File: src/pkg/spfm_defines.svh
// constants of the four-mode serial port: sfr addresses, bit positions,
// reset values and divider counts; assumes inclusion by bare name
`ifndef SPFM_DEFINES_SVH
`define SPFM_DEFINES_SVH

// sfr addresses on the cpu special function bus
`define SPFM_ADDR_CTRL 8'h98
`define SPFM_ADDR_DATA 8'h99
`define SPFM_ADDR_RELL 8'hAA
`define SPFM_ADDR_RELH 8'hBA
`define SPFM_ADDR_INTERRUPT_ENABLE_ZERO 8'hA8
`define SPFM_ADDR_PCON 8'h87

// serial_control bit positions
`define SPFM_CTL_MODE_HI 7
`define SPFM_CTL_MODE_LO 6
`define SPFM_CTL_MPE 5
`define SPFM_CTL_REN 4
`define SPFM_CTL_TB8 3
`define SPFM_CTL_RB8 2
`define SPFM_CTL_TI 1
`define SPFM_CTL_RI 0

// bits of the shared interrupt enable and power control registers
`define SPFM_IEN_EAL 7
`define SPFM_IEN_ES 4
`define SPFM_PCON_SMOD 7

// reset values
`define SPFM_RST_BYTE 8'h00
`define SPFM_RST_TXSHIFT 11'h7FF

// mode select codes
`define SPFM_MODE0 2'h0
`define SPFM_MODE1 2'h1
`define SPFM_MODE2 2'h2

// dividers: mode 0 period, oversampling, baud prescale
`define SPFM_M0_LAST 4'hB
`define SPFM_M0_HALF 4'h6
`define SPFM_OVS_LAST 4'hF
`define SPFM_OVS_MID 4'h7
`define SPFM_PRE_NORM 2'h3
`define SPFM_PRE_DBL 2'h1
`define SPFM_REL_MAX 10'h3FF

// frame lengths in bits
`define SPFM_BITS_M0 4'h8
`define SPFM_BITS_M1 4'hA
`define SPFM_BITS_M23 4'hB
`define SPFM_RXBITS_M1 4'h9
`define SPFM_RXBITS_M23 4'hA

`endif

File: src/pkg/spfm_pkg.sv
// types of the four-mode serial port
// assumes the defines header is compiled alongside
package spfm_pkg;

   typedef enum logic {
      SPFM_TX_IDLE,
      SPFM_TX_SHIFT
   } spfm_tx_state_t;

   typedef enum logic [1:0] {
      SPFM_RX_IDLE,
      SPFM_RX_START,
      SPFM_RX_DATA,
      SPFM_RX_SHIFT0
   } spfm_rx_state_t;

endpackage

File: src/hdl/spfm_pair_fifo.sv
// small flip-flop fifo with valid/ready on both sides
// assumes one clock and an asynchronous active high reset
`timescale 1ns/1ns
module spfm_pair_fifo #(
   parameter int WIDTH = 10,
   parameter int DEPTH = 2
) (
   input wire logic clk_sys,
   input wire logic rst,
   input wire logic inValid,
   output logic inReady,
   input wire logic [WIDTH-1:0] inData,
   output logic outValid,
   input wire logic outReady,
   output logic [WIDTH-1:0] outData
);
   localparam int AW = (DEPTH > 1) ? $clog2(DEPTH) : 1;
   // occupancy needs one bit more than the pointers to tell full apart
   localparam logic [AW:0] FULL_COUNT = DEPTH[AW:0];

   logic [WIDTH-1:0] mem_reg [DEPTH];
   logic [AW-1:0] wrPtr_reg;
   logic [AW-1:0] rdPtr_reg;
   logic [AW:0] count_reg;
   logic doPush;
   logic doPop;

   // honest full and empty straight from the occupancy count
   assign inReady = (count_reg != FULL_COUNT);
   assign outValid = (count_reg != '0);
   assign outData = mem_reg[rdPtr_reg];
   assign doPush = inValid && inReady;
   assign doPop = outValid && outReady;

   ////////////////////////////////////////////////////////////////////
   // storage, written only at the write pointer
   always_ff @(posedge clk_sys) begin
      if (doPush) begin
         mem_reg[wrPtr_reg] <= inData;
      end
   end

   // pointers wrap at the depth
   always_ff @(posedge clk_sys or posedge rst) begin
      if (rst) begin
         wrPtr_reg <= '0;
         rdPtr_reg <= '0;
         count_reg <= '0;
      end else begin
         if (doPush) begin
            wrPtr_reg <= (wrPtr_reg == AW'(DEPTH - 1)) ? '0
                         : wrPtr_reg + 1'b1;
         end
         if (doPop) begin
            rdPtr_reg <= (rdPtr_reg == AW'(DEPTH - 1)) ? '0
                         : rdPtr_reg + 1'b1;
         end
         count_reg <= count_reg + {{AW{1'b0}}, doPush}
                      - {{AW{1'b0}}, doPop};
      end
   end
endmodule

File: src/hdl/spfm_serial_port.sv
// four-mode serial port: shift register mode and three uart modes
// assumes cpu sfr strobes and pins synchronous to clk_sys
`timescale 1ns/1ns
`include "spfm_defines.svh"
module spfm_serial_port #(
   parameter int RX_DEPTH = 2
) (
   input wire logic clk_sys,
   input wire logic rst,
   input wire logic [7:0] sfrAddr,
   input wire logic sfrWrEn,
   input wire logic sfrRdEn,
   input wire logic [7:0] sfrWrData,
   output logic [7:0] sfrRdData,
   input wire logic serialInPinIn,
   output logic serialInPinOut,
   output logic serialInPinOe,
   output logic serialOutPin,
   output logic serialIrq
);
   logic [7:0] ctrl_reg;
   logic [7:0] rxData_reg;
   logic [7:0] relLow_reg;
   logic [7:0] relHigh_reg;
   logic [7:0] ien_reg;
   logic [7:0] pcon_reg;
   logic [7:0] sfrRdData_next;
   logic txDone_reg;
   logic rxDone_reg;
   logic rxNinth_reg;
   logic [1:0] mode;
   logic smod;
   logic [9:0] reload;
   logic wrCtrl;
   logic txStart;
   logic [9:0] baudCnt_reg;
   logic [1:0] preCnt_reg;
   logic baudOvf;
   logic tick16;
   logic [3:0] m0Cnt_reg;
   logic m0Step;
   spfm_pkg::spfm_tx_state_t txState_reg;
   logic [10:0] txShift_reg;
   logic [3:0] txLeft_reg;
   logic [3:0] txTick_reg;
   logic txStep;
   logic txEnd;
   spfm_pkg::spfm_rx_state_t rxState_reg;
   logic [9:0] rxShift_reg;
   logic [3:0] rxBits_reg;
   logic [3:0] rxTick_reg;
   logic rxPrev_reg;
   logic rxM0Start;
   logic rxUartStart;
   logic rxFinish;
   logic rxAccept;
   logic [9:0] rxWord;
   logic fifoInReady;
   logic fifoOutValid;
   logic [9:0] fifoOutData;
   logic rxPop;
   logic serialOutPin_next;

   assign mode = {ctrl_reg[`SPFM_CTL_MODE_HI], ctrl_reg[`SPFM_CTL_MODE_LO]};
   assign smod = pcon_reg[`SPFM_PCON_SMOD];
   assign reload = {relHigh_reg[1:0], relLow_reg};
   assign wrCtrl = sfrWrEn && (sfrAddr == `SPFM_ADDR_CTRL);
   assign txStart = sfrWrEn && (sfrAddr == `SPFM_ADDR_DATA);

   ////////////////////////////////////////////////////////////////////
   // plain configuration registers, all writable by the cpu
   always_ff @(posedge clk_sys or posedge rst) begin
      if (rst) begin
         ctrl_reg <= `SPFM_RST_BYTE;
         relLow_reg <= `SPFM_RST_BYTE;
         relHigh_reg <= `SPFM_RST_BYTE;
         ien_reg <= `SPFM_RST_BYTE;
         pcon_reg <= `SPFM_RST_BYTE;
      end else if (sfrWrEn) begin
         unique case (sfrAddr)
            `SPFM_ADDR_CTRL: ctrl_reg <= sfrWrData;
            `SPFM_ADDR_RELL: relLow_reg <= sfrWrData;
            `SPFM_ADDR_RELH: relHigh_reg <= sfrWrData;
            `SPFM_ADDR_INTERRUPT_ENABLE_ZERO: ien_reg <= sfrWrData;
            `SPFM_ADDR_PCON: pcon_reg <= sfrWrData;
            default: ;
         endcase
      end
   end

   // sticky flags: a hardware set wins over a cpu write in the same cycle
   always_ff @(posedge clk_sys or posedge rst) begin
      if (rst) begin
         txDone_reg <= 1'b0;
         rxDone_reg <= 1'b0;
         rxNinth_reg <= 1'b0;
      end else begin
         if (txEnd) begin
            txDone_reg <= 1'b1;
         end else if (wrCtrl) begin
            txDone_reg <= sfrWrData[`SPFM_CTL_TI];
         end
         if (rxPop) begin
            rxDone_reg <= 1'b1;
         end else if (wrCtrl) begin
            rxDone_reg <= sfrWrData[`SPFM_CTL_RI];
         end
         if (rxPop && fifoOutData[9]) begin
            rxNinth_reg <= fifoOutData[8];
         end else if (wrCtrl) begin
            rxNinth_reg <= sfrWrData[`SPFM_CTL_RB8];
         end
      end
   end

   // read data is registered: it shows one edge after the read strobe
   always_comb begin
      sfrRdData_next = `SPFM_RST_BYTE;
      unique case (sfrAddr)
         `SPFM_ADDR_CTRL: begin
            sfrRdData_next = ctrl_reg;
            sfrRdData_next[`SPFM_CTL_RB8] = rxNinth_reg;
            sfrRdData_next[`SPFM_CTL_TI] = txDone_reg;
            sfrRdData_next[`SPFM_CTL_RI] = rxDone_reg;
         end
         `SPFM_ADDR_DATA: sfrRdData_next = rxData_reg;
         `SPFM_ADDR_RELL: sfrRdData_next = relLow_reg;
         `SPFM_ADDR_RELH: sfrRdData_next = relHigh_reg;
         `SPFM_ADDR_INTERRUPT_ENABLE_ZERO: sfrRdData_next = ien_reg;
         `SPFM_ADDR_PCON: sfrRdData_next = pcon_reg;
         default: sfrRdData_next = `SPFM_RST_BYTE;
      endcase
   end

   always_ff @(posedge clk_sys or posedge rst) begin
      if (rst) begin
         sfrRdData <= `SPFM_RST_BYTE;
      end else if (sfrRdEn) begin
         sfrRdData <= sfrRdData_next;
      end
   end

   // request gated by both enables; level while a flag stands
   assign serialIrq = ien_reg[`SPFM_IEN_EAL] && ien_reg[`SPFM_IEN_ES]
                      && (txDone_reg || rxDone_reg);

   ////////////////////////////////////////////////////////////////////
   // reload generator: overflows every 1024-reload clocks, or every
   // clock in mode 2 so the prescaler alone gives the fixed rate
   always_ff @(posedge clk_sys or posedge rst) begin
      if (rst) begin
         baudCnt_reg <= '0;
      end else if (baudCnt_reg == `SPFM_REL_MAX) begin
         baudCnt_reg <= reload;
      end else begin
         baudCnt_reg <= baudCnt_reg + 1'b1;
      end
   end

   assign baudOvf = (mode == `SPFM_MODE2) ? 1'b1
                    : (baudCnt_reg == `SPFM_REL_MAX);

   // prescale by 4, or by 2 when baud double is set; 16 ticks per bit
   always_ff @(posedge clk_sys or posedge rst) begin
      if (rst) begin
         preCnt_reg <= '0;
      end else if (baudOvf) begin
         preCnt_reg <= tick16 ? 2'h0 : preCnt_reg + 1'b1;
      end
   end

   assign tick16 = baudOvf && (preCnt_reg ==
                   (smod ? `SPFM_PRE_DBL : `SPFM_PRE_NORM));

   // mode 0 period of twelve clocks, restarted by each transfer
   always_ff @(posedge clk_sys or posedge rst) begin
      if (rst) begin
         m0Cnt_reg <= '0;
      end else if (txStart || rxM0Start || m0Step) begin
         m0Cnt_reg <= '0;
      end else begin
         m0Cnt_reg <= m0Cnt_reg + 1'b1;
      end
   end

   assign m0Step = (m0Cnt_reg == `SPFM_M0_LAST);

   ////////////////////////////////////////////////////////////////////
   // transmitter; a write while busy restarts with the new byte
   assign txStep = (mode == `SPFM_MODE0) ? m0Step
                   : (tick16 && (txTick_reg == `SPFM_OVS_LAST));
   assign txEnd = (txState_reg == spfm_pkg::SPFM_TX_SHIFT) && txStep
                  && (txLeft_reg == 4'h1) && !txStart;

   always_ff @(posedge clk_sys or posedge rst) begin
      if (rst) begin
         txState_reg <= spfm_pkg::SPFM_TX_IDLE;
         txShift_reg <= `SPFM_RST_TXSHIFT;
         txLeft_reg <= '0;
      end else if (txStart) begin
         txState_reg <= spfm_pkg::SPFM_TX_SHIFT;
         unique case (mode)
            `SPFM_MODE0: begin
               txShift_reg <= {3'h7, sfrWrData};
               txLeft_reg <= `SPFM_BITS_M0;
            end
            `SPFM_MODE1: begin
               txShift_reg <= {2'h3, sfrWrData, 1'b0};
               txLeft_reg <= `SPFM_BITS_M1;
            end
            default: begin
               txShift_reg <= {1'b1, ctrl_reg[`SPFM_CTL_TB8],
                               sfrWrData, 1'b0};
               txLeft_reg <= `SPFM_BITS_M23;
            end
         endcase
      end else if (txState_reg == spfm_pkg::SPFM_TX_SHIFT && txStep) begin
         txShift_reg <= {1'b1, txShift_reg[10:1]};
         txLeft_reg <= txLeft_reg - 1'b1;
         if (txLeft_reg == 4'h1) begin
            txState_reg <= spfm_pkg::SPFM_TX_IDLE;
         end
      end
   end

   // oversample phase of the current transmit bit
   always_ff @(posedge clk_sys or posedge rst) begin
      if (rst) begin
         txTick_reg <= '0;
      end else if (txStart) begin
         txTick_reg <= '0;
      end else if (tick16) begin
         txTick_reg <= txTick_reg + 1'b1;
      end
   end

   // mode 0 shift clock idles high, low for the first half period
   always_comb begin
      serialOutPin_next = 1'b1;
      if (mode == `SPFM_MODE0) begin
         if (txState_reg == spfm_pkg::SPFM_TX_SHIFT
             || rxState_reg == spfm_pkg::SPFM_RX_SHIFT0) begin
            serialOutPin_next = (m0Cnt_reg >= `SPFM_M0_HALF);
         end
      end else if (txState_reg == spfm_pkg::SPFM_TX_SHIFT) begin
         serialOutPin_next = txShift_reg[0];
      end
   end

   always_ff @(posedge clk_sys or posedge rst) begin
      if (rst) begin
         serialOutPin <= 1'b1;
      end else begin
         serialOutPin <= serialOutPin_next;
      end
   end

   // mode 0 drives data on the input pin only while sending
   assign serialInPinOut = txShift_reg[0];
   assign serialInPinOe = (mode == `SPFM_MODE0)
                          && (txState_reg == spfm_pkg::SPFM_TX_SHIFT);

   ////////////////////////////////////////////////////////////////////
   // receiver; starts only with room in the buffer, so no word is lost
   assign rxM0Start = (mode == `SPFM_MODE0) && ctrl_reg[`SPFM_CTL_REN]
                      && !rxDone_reg && fifoInReady && !txStart
                      && rxState_reg == spfm_pkg::SPFM_RX_IDLE
                      && txState_reg == spfm_pkg::SPFM_TX_IDLE;
   assign rxUartStart = (mode != `SPFM_MODE0) && ctrl_reg[`SPFM_CTL_REN]
                        && fifoInReady && rxPrev_reg && !serialInPinIn
                        && rxState_reg == spfm_pkg::SPFM_RX_IDLE;
   assign rxFinish = ((rxState_reg == spfm_pkg::SPFM_RX_SHIFT0 && m0Step)
                     || (rxState_reg == spfm_pkg::SPFM_RX_DATA && tick16
                     && rxTick_reg == `SPFM_OVS_LAST))
                     && rxBits_reg == 4'h1;

   // previous pin level for start edge detection
   always_ff @(posedge clk_sys or posedge rst) begin
      if (rst) begin
         rxPrev_reg <= 1'b1;
      end else begin
         rxPrev_reg <= serialInPinIn;
      end
   end

   always_ff @(posedge clk_sys or posedge rst) begin
      if (rst) begin
         rxState_reg <= spfm_pkg::SPFM_RX_IDLE;
         rxShift_reg <= '0;
         rxBits_reg <= '0;
         rxTick_reg <= '0;
      end else if (!ctrl_reg[`SPFM_CTL_REN]) begin
         rxState_reg <= spfm_pkg::SPFM_RX_IDLE;
      end else begin
         unique case (rxState_reg)
            spfm_pkg::SPFM_RX_IDLE: begin
               rxTick_reg <= '0;
               if (rxM0Start) begin
                  rxState_reg <= spfm_pkg::SPFM_RX_SHIFT0;
                  rxBits_reg <= `SPFM_BITS_M0;
               end else if (rxUartStart) begin
                  rxState_reg <= spfm_pkg::SPFM_RX_START;
                  rxBits_reg <= (mode == `SPFM_MODE1) ? `SPFM_RXBITS_M1
                                : `SPFM_RXBITS_M23;
               end
            end
            spfm_pkg::SPFM_RX_START: begin
               // mid start bit: a glitch back to high aborts
               if (tick16 && rxTick_reg == `SPFM_OVS_MID) begin
                  rxTick_reg <= '0;
                  rxState_reg <= serialInPinIn ? spfm_pkg::SPFM_RX_IDLE
                                 : spfm_pkg::SPFM_RX_DATA;
               end else if (tick16) begin
                  rxTick_reg <= rxTick_reg + 1'b1;
               end
            end
            spfm_pkg::SPFM_RX_DATA: begin
               if (tick16) begin
                  rxTick_reg <= rxTick_reg + 1'b1;
               end
               if (tick16 && rxTick_reg == `SPFM_OVS_LAST) begin
                  rxShift_reg <= {serialInPinIn, rxShift_reg[9:1]};
                  rxBits_reg <= rxBits_reg - 1'b1;
                  if (rxBits_reg == 4'h1) begin
                     rxState_reg <= spfm_pkg::SPFM_RX_IDLE;
                  end
               end
            end
            spfm_pkg::SPFM_RX_SHIFT0: begin
               if (m0Step) begin
                  rxShift_reg <= {serialInPinIn, rxShift_reg[9:1]};
                  rxBits_reg <= rxBits_reg - 1'b1;
                  if (rxBits_reg == 4'h1) begin
                     rxState_reg <= spfm_pkg::SPFM_RX_IDLE;
                  end
               end
            end
         endcase
      end
   end

   // align the finished frame: {ninth valid, ninth, data}
   always_comb begin
      rxWord = {2'h0, rxShift_reg[9:2]};
      rxAccept = 1'b1;
      if (rxState_reg == spfm_pkg::SPFM_RX_DATA) begin
         if (mode == `SPFM_MODE1) begin
            rxWord = {1'b1, serialInPinIn, rxShift_reg[9:2]};
            rxAccept = !ctrl_reg[`SPFM_CTL_MPE] || serialInPinIn;
         end else begin
            rxWord = {1'b1, rxShift_reg[9], rxShift_reg[8:1]};
            rxAccept = !ctrl_reg[`SPFM_CTL_MPE] || rxShift_reg[9];
         end
      end else begin
         rxWord = {2'h0, serialInPinIn, rxShift_reg[9:3]};
      end
   end

   // the buffer drains into the data register once the cpu clears ri
   assign rxPop = fifoOutValid && !rxDone_reg;

   spfm_pair_fifo #(
      .WIDTH(10),
      .DEPTH(RX_DEPTH)
   ) u_spfm_pair_fifo (
      .clk_sys(clk_sys),
      .rst(rst),
      .inValid(rxFinish && rxAccept),
      .inReady(fifoInReady),
      .inData(rxWord),
      .outValid(fifoOutValid),
      .outReady(!rxDone_reg),
      .outData(fifoOutData)
   );

   always_ff @(posedge clk_sys or posedge rst) begin
      if (rst) begin
         rxData_reg <= `SPFM_RST_BYTE;
      end else if (rxPop) begin
         rxData_reg <= fifoOutData[7:0];
      end
   end

   logic [9:0] txLen_reg;
   always_ff @(posedge clk_sys or posedge rst) begin
      if (rst) begin
         txLen_reg <= '0;
      end else if (txStart) begin
         txLen_reg <= '0;
      end else if (txState_reg == spfm_pkg::SPFM_TX_SHIFT) begin
         txLen_reg <= txLen_reg + 1'b1;
      end
   end
endmodule

File: config.mk
export PLATFORM = sky130hd
export DESIGN_NAME = spfm_serial_port
export DESIGN_NICKNAME = d
export VERILOG_FILES = /design/src/pkg/spfm_pkg.sv /design/src/hdl/spfm_pair_fifo.sv /design/src/hdl/spfm_serial_port.sv
export VERILOG_INCLUDE_DIRS = /design/src /design/src/pkg
export SDC_FILE = /design/constraint.sdc
export NUM_CORES = 1
export LEC_CHECK = 0
export BUFFER_PORTS_ARGS = -buffer_cell sky130_fd_sc_hd__clkbuf_2
export CORE_MARGIN = 8
export CORE_UTILIZATION = 40
export CTS_CLUSTER_SIZE = 30
export DETAILED_ROUTE_END_ITERATION = 8
export MAX_ROUTING_LAYER = met4
export PLACE_DENSITY = 0.57
export SLEW_MARGIN = 20
export SYNTH_ARGS = -nofsm -noshare
export SYNTH_HDL_FRONTEND = slang
export SYNTH_SLANG_ARGS = --single-unit
export TNS_END_PERCENT = 10
File: constraint.sdc
create_clock -name clk_sys -period 3.01 [get_ports clk_sys]
set_input_delay 0.1505 -clock clk_sys [delete_from_list [all_inputs] [get_ports clk_sys]]
set_output_delay 0.1505 -clock clk_sys [all_outputs]
set_load 0.02 [all_outputs]
==> results.cfg <==
[critical_path]
critical_path.startpoint = baudCnt_reg[0]$_DFF_PP0_
r2r-end = u_spfm_pair_fifo.mem_reg[1][3]$_DFFE_PP_
crit_arrival_ns = 2.51
critical_path.endpoint = u_spfm_pair_fifo.mem_reg[1][3]$_DFFE_PP_
crit_required_ns = 3.13
reg2reg_depth = 7
path_max_fanout = 10
type_of_element_capturing_the_critical_path = flip-flop
reg2reg_slack_ns = 0.62
r2r_start = baudCnt_reg[0]$_DFF_PP0_
criticalPathCategory = flip-flop to flip-flop
timing.critical_path.from_type = flip-flop

[layout]
num-fill-cells = 1519
seq_area_um2 = 3518
area_of_the_multi_input_gates_um2 = 2904
layout-area-overhead-vs-synth_pct = 16.97
final_net_count = 668
max_reg_flops = 20
layout.cells.non_filler = 866
drive_gt1_share_pct = 23.99
antenna_diodes = 0

[power_and_ir_drop]
irDropWorstVdd_mv = 0.3807
finalPower_mw = 4.915
cellPowerDensity_nw_per_um2 = 637.3
reported_leakage_power_nw = 3.431

[logic_synthesis]
synth_fp_nets = 622
synth_edf_count = 20
post_synth_num_cell_types = 63
avg_inst_size_synth_um2 = 11.23
synth_warnings = 0
synthesis.instances = 587
total_of_flip_flops_plus_latches_after_synthesis = 136
synth_seq_area_share_pct = 53.37
most_used_flip_flop_cell_after_synthesis = sky130_fd_sc_hd__dfrtp_1
post_synth_instance_area_um2 = 6593
postSynth.asyncResetShare_pct = 85.29

[sta]
max_freq_mhz = 417.9
setup_repair_after_global_routing_missed_its_margin = false
totalNegativeSetupSlack_ns = 0
setup_viol = 0
final.period_utilization_pct = 79.51
min_period_ns = 2.393
worst-slew-pin-transition_ns = 0.7812
maxSlewHeadroom_pct = 47.81
drv_slew = 0
report.final.hold_viol_count = 0
final.setup_skew_ns = 0.008215

[global_route]
grt_max_degree = 55
total_congestion_overflow = 0
total_global_routing_track_utilization_pct = 16.34
antenna_found_initial = 0
vias_in_the_first_global_route = 4729
grt_first_pass_wirelength_um = 25130

[clock_network]
cts_tree = done
cts_setup_buffers = 0
clock_latency_ns = 0.42
cts_htree_levels = 4
clk_pin_slew_worst_paths_ns = 0.06
tritoncts.num_buffers = 17
numClockSinks = 136
clock_tree.root_cell = sky130_fd_sc_hd__clkbuf_16
cts_hold_buffers = 2
cts.repair.resized = 0
clock_path_buffers = 2

[floorplan]
placeableCoreArea_um2 = 16350
placement_rows = 47
design.portCount = 33
chipWidth_um = 144.4
fp.dieH_um = 144.4
start_util_pct = 40.33
fp.dieArea_um2 = 20850

[place]
placed_cells_incl_taps = 832
gpl.final_weighted_congestion = 0.8627
hpwl_after_detailed_placement_um = 10910
port-buffer-count = 32

[route]
drt_pass1_iterations = 4
num_vias = 4624
detail_route.iter0.violations = 286
drcViolationCount = 0
wirelength_um = 15120
post_drt_via_cell_ratio = 5.339
wire_per_inst_um = 17.46
postRouteAntennaNets = 0

[worst_hold_path]
hold_class = primary input to flip-flop

[flow_run]
cap_violations = 0

[status]
run_status = finished, final reports clean
metrics by stage:
stage	utilization (%)	setup slack [ns]	cell area, um2	hold slack, ns
floorplan	-	0.5632	6596	0.1550
global placement	43.22	0.6252	7066	0.3138
detailed placement	43.22	0.6071	7066	0.3275
CTS	47.17	0.5927	7711	0.06417
global route	47.17	0.4277	7711	0.07819
finish	47.17	0.6169	7711	0.08387
report_power, final:
part	internal, mW	leakage [nW]	switching (mW)
registers	2.06	1.68	0.175
logic	0.251	1.45	0.297
clock network	1.36	0.298	0.776
worst min-delay path by stage:
stage                              from                          to  slack [ns]  cells after the start
after floorplan           serialInPinIn        rxPrev_reg$_DFF_PP1_        0.15                      0
after global placement              rst  rxShift_reg[3]$_DFFE_PP0P_        0.31                      2
after detailed placement            rst  rxShift_reg[4]$_DFFE_PP0P_        0.33                      2
after CTS                  sfrWrData[0]  txShift_reg[0]$_DFFE_PP1P_        0.06                      3
after global routing       sfrWrData[0]  txShift_reg[0]$_DFFE_PP1P_        0.08                      3
final                      sfrWrData[0]  txShift_reg[0]$_DFFE_PP1P_        0.08                      3
Yosys cell counts, types with 15 or more instances:
cell type                  count  area share [%]
sky130_fd_sc_hd__dfrtp_1     104              39
sky130_fd_sc_hd__mux2_2       54             9.2
sky130_fd_sc_hd__nor2_1       49             2.8
sky130_fd_sc_hd__a21oi_1      40             3.0
sky130_fd_sc_hd__nand2_1      40             2.3
sky130_fd_sc_hd__o21ai_0      34             2.6
sky130_fd_sc_hd__mux2i_1      32             4.9
sky130_fd_sc_hd__inv_1        21             1.2
sky130_fd_sc_hd__edfxtp_1     20             9.1
sky130_fd_sc_hd__xnor2_1      16             2.1
sky130_fd_sc_hd__a22oi_1      15             1.7
sky130_fd_sc_hd__clkbuf_1     15            0.85
sky130_fd_sc_hd__nand3_1      15             1.1
cell usage in the layout, fill, tap and decap left out, types with 16 or more instances in the layout:
cell / n
sky130_fd_sc_hd__inv_1: 20
sky130_fd_sc_hd__clkbuf_2: 32
sky130_fd_sc_hd__nand2_1: 40
sky130_fd_sc_hd__a21oi_1: 40
sky130_fd_sc_hd__clkbuf_16: 20
sky130_fd_sc_hd__dfrtp_1: 104
sky130_fd_sc_hd__mux2_2: 54
sky130_fd_sc_hd__edfxtp_1: 20
sky130_fd_sc_hd__xnor2_1: 16
sky130_fd_sc_hd__mux2i_1: 32
sky130_fd_sc_hd__o21ai_0: 34
sky130_fd_sc_hd__nor2_1: 49
layout make-up:
cell class	count	area share, %
Clock buffer	25	7.123
Tap cell	220	3.570
Sequential cell	136	45.63
Timing Repair Buffer	49	3.959
Clock inverter	7	0.9898
Multi-Input combinational cell	408	37.66
Inverter	21	1.071
kinds of logic (layout without fill, tap and decap cells):
group,after synthesis,after routing,share of synthesized area (%)
buffers and inverters,43,102,2.581
XOR/XNOR,21,21,2.790
multiplexers,86,86,14.08
flip-flops,136,136,53.37
AND/OR/NAND/NOR,161,161,12.53
adder cells (fa/ha/maj),14,14,2.657
AO/OA/AOI/OAI,126,126,12.00
critical path, stage by stage, from the launching register on:
cell	delay [ns]
sky130_fd_sc_hd__dfrtp_1	0.36
sky130_fd_sc_hd__ha_1	0.22
sky130_fd_sc_hd__nand3_2	0.13
sky130_fd_sc_hd__o31a_4	0.42
sky130_fd_sc_hd__o32ai_1	0.33
sky130_fd_sc_hd__nand4b_1	0.28
sky130_fd_sc_hd__nor2_1	0.16
sky130_fd_sc_hd__buf_4	0.20
per-layer routing:
metal	vias to the layer above	share of wire, %	wire length, um	track usage, %
met5	-	0	0	-
met4	0	2.2	326	6.627
met3	18	5.6	851	4.259
met2	105	47	7038	24.80
met1	2272	46	6902	20.48
li1	2229	-	-	-
Power figures use the tool's default switching activity.
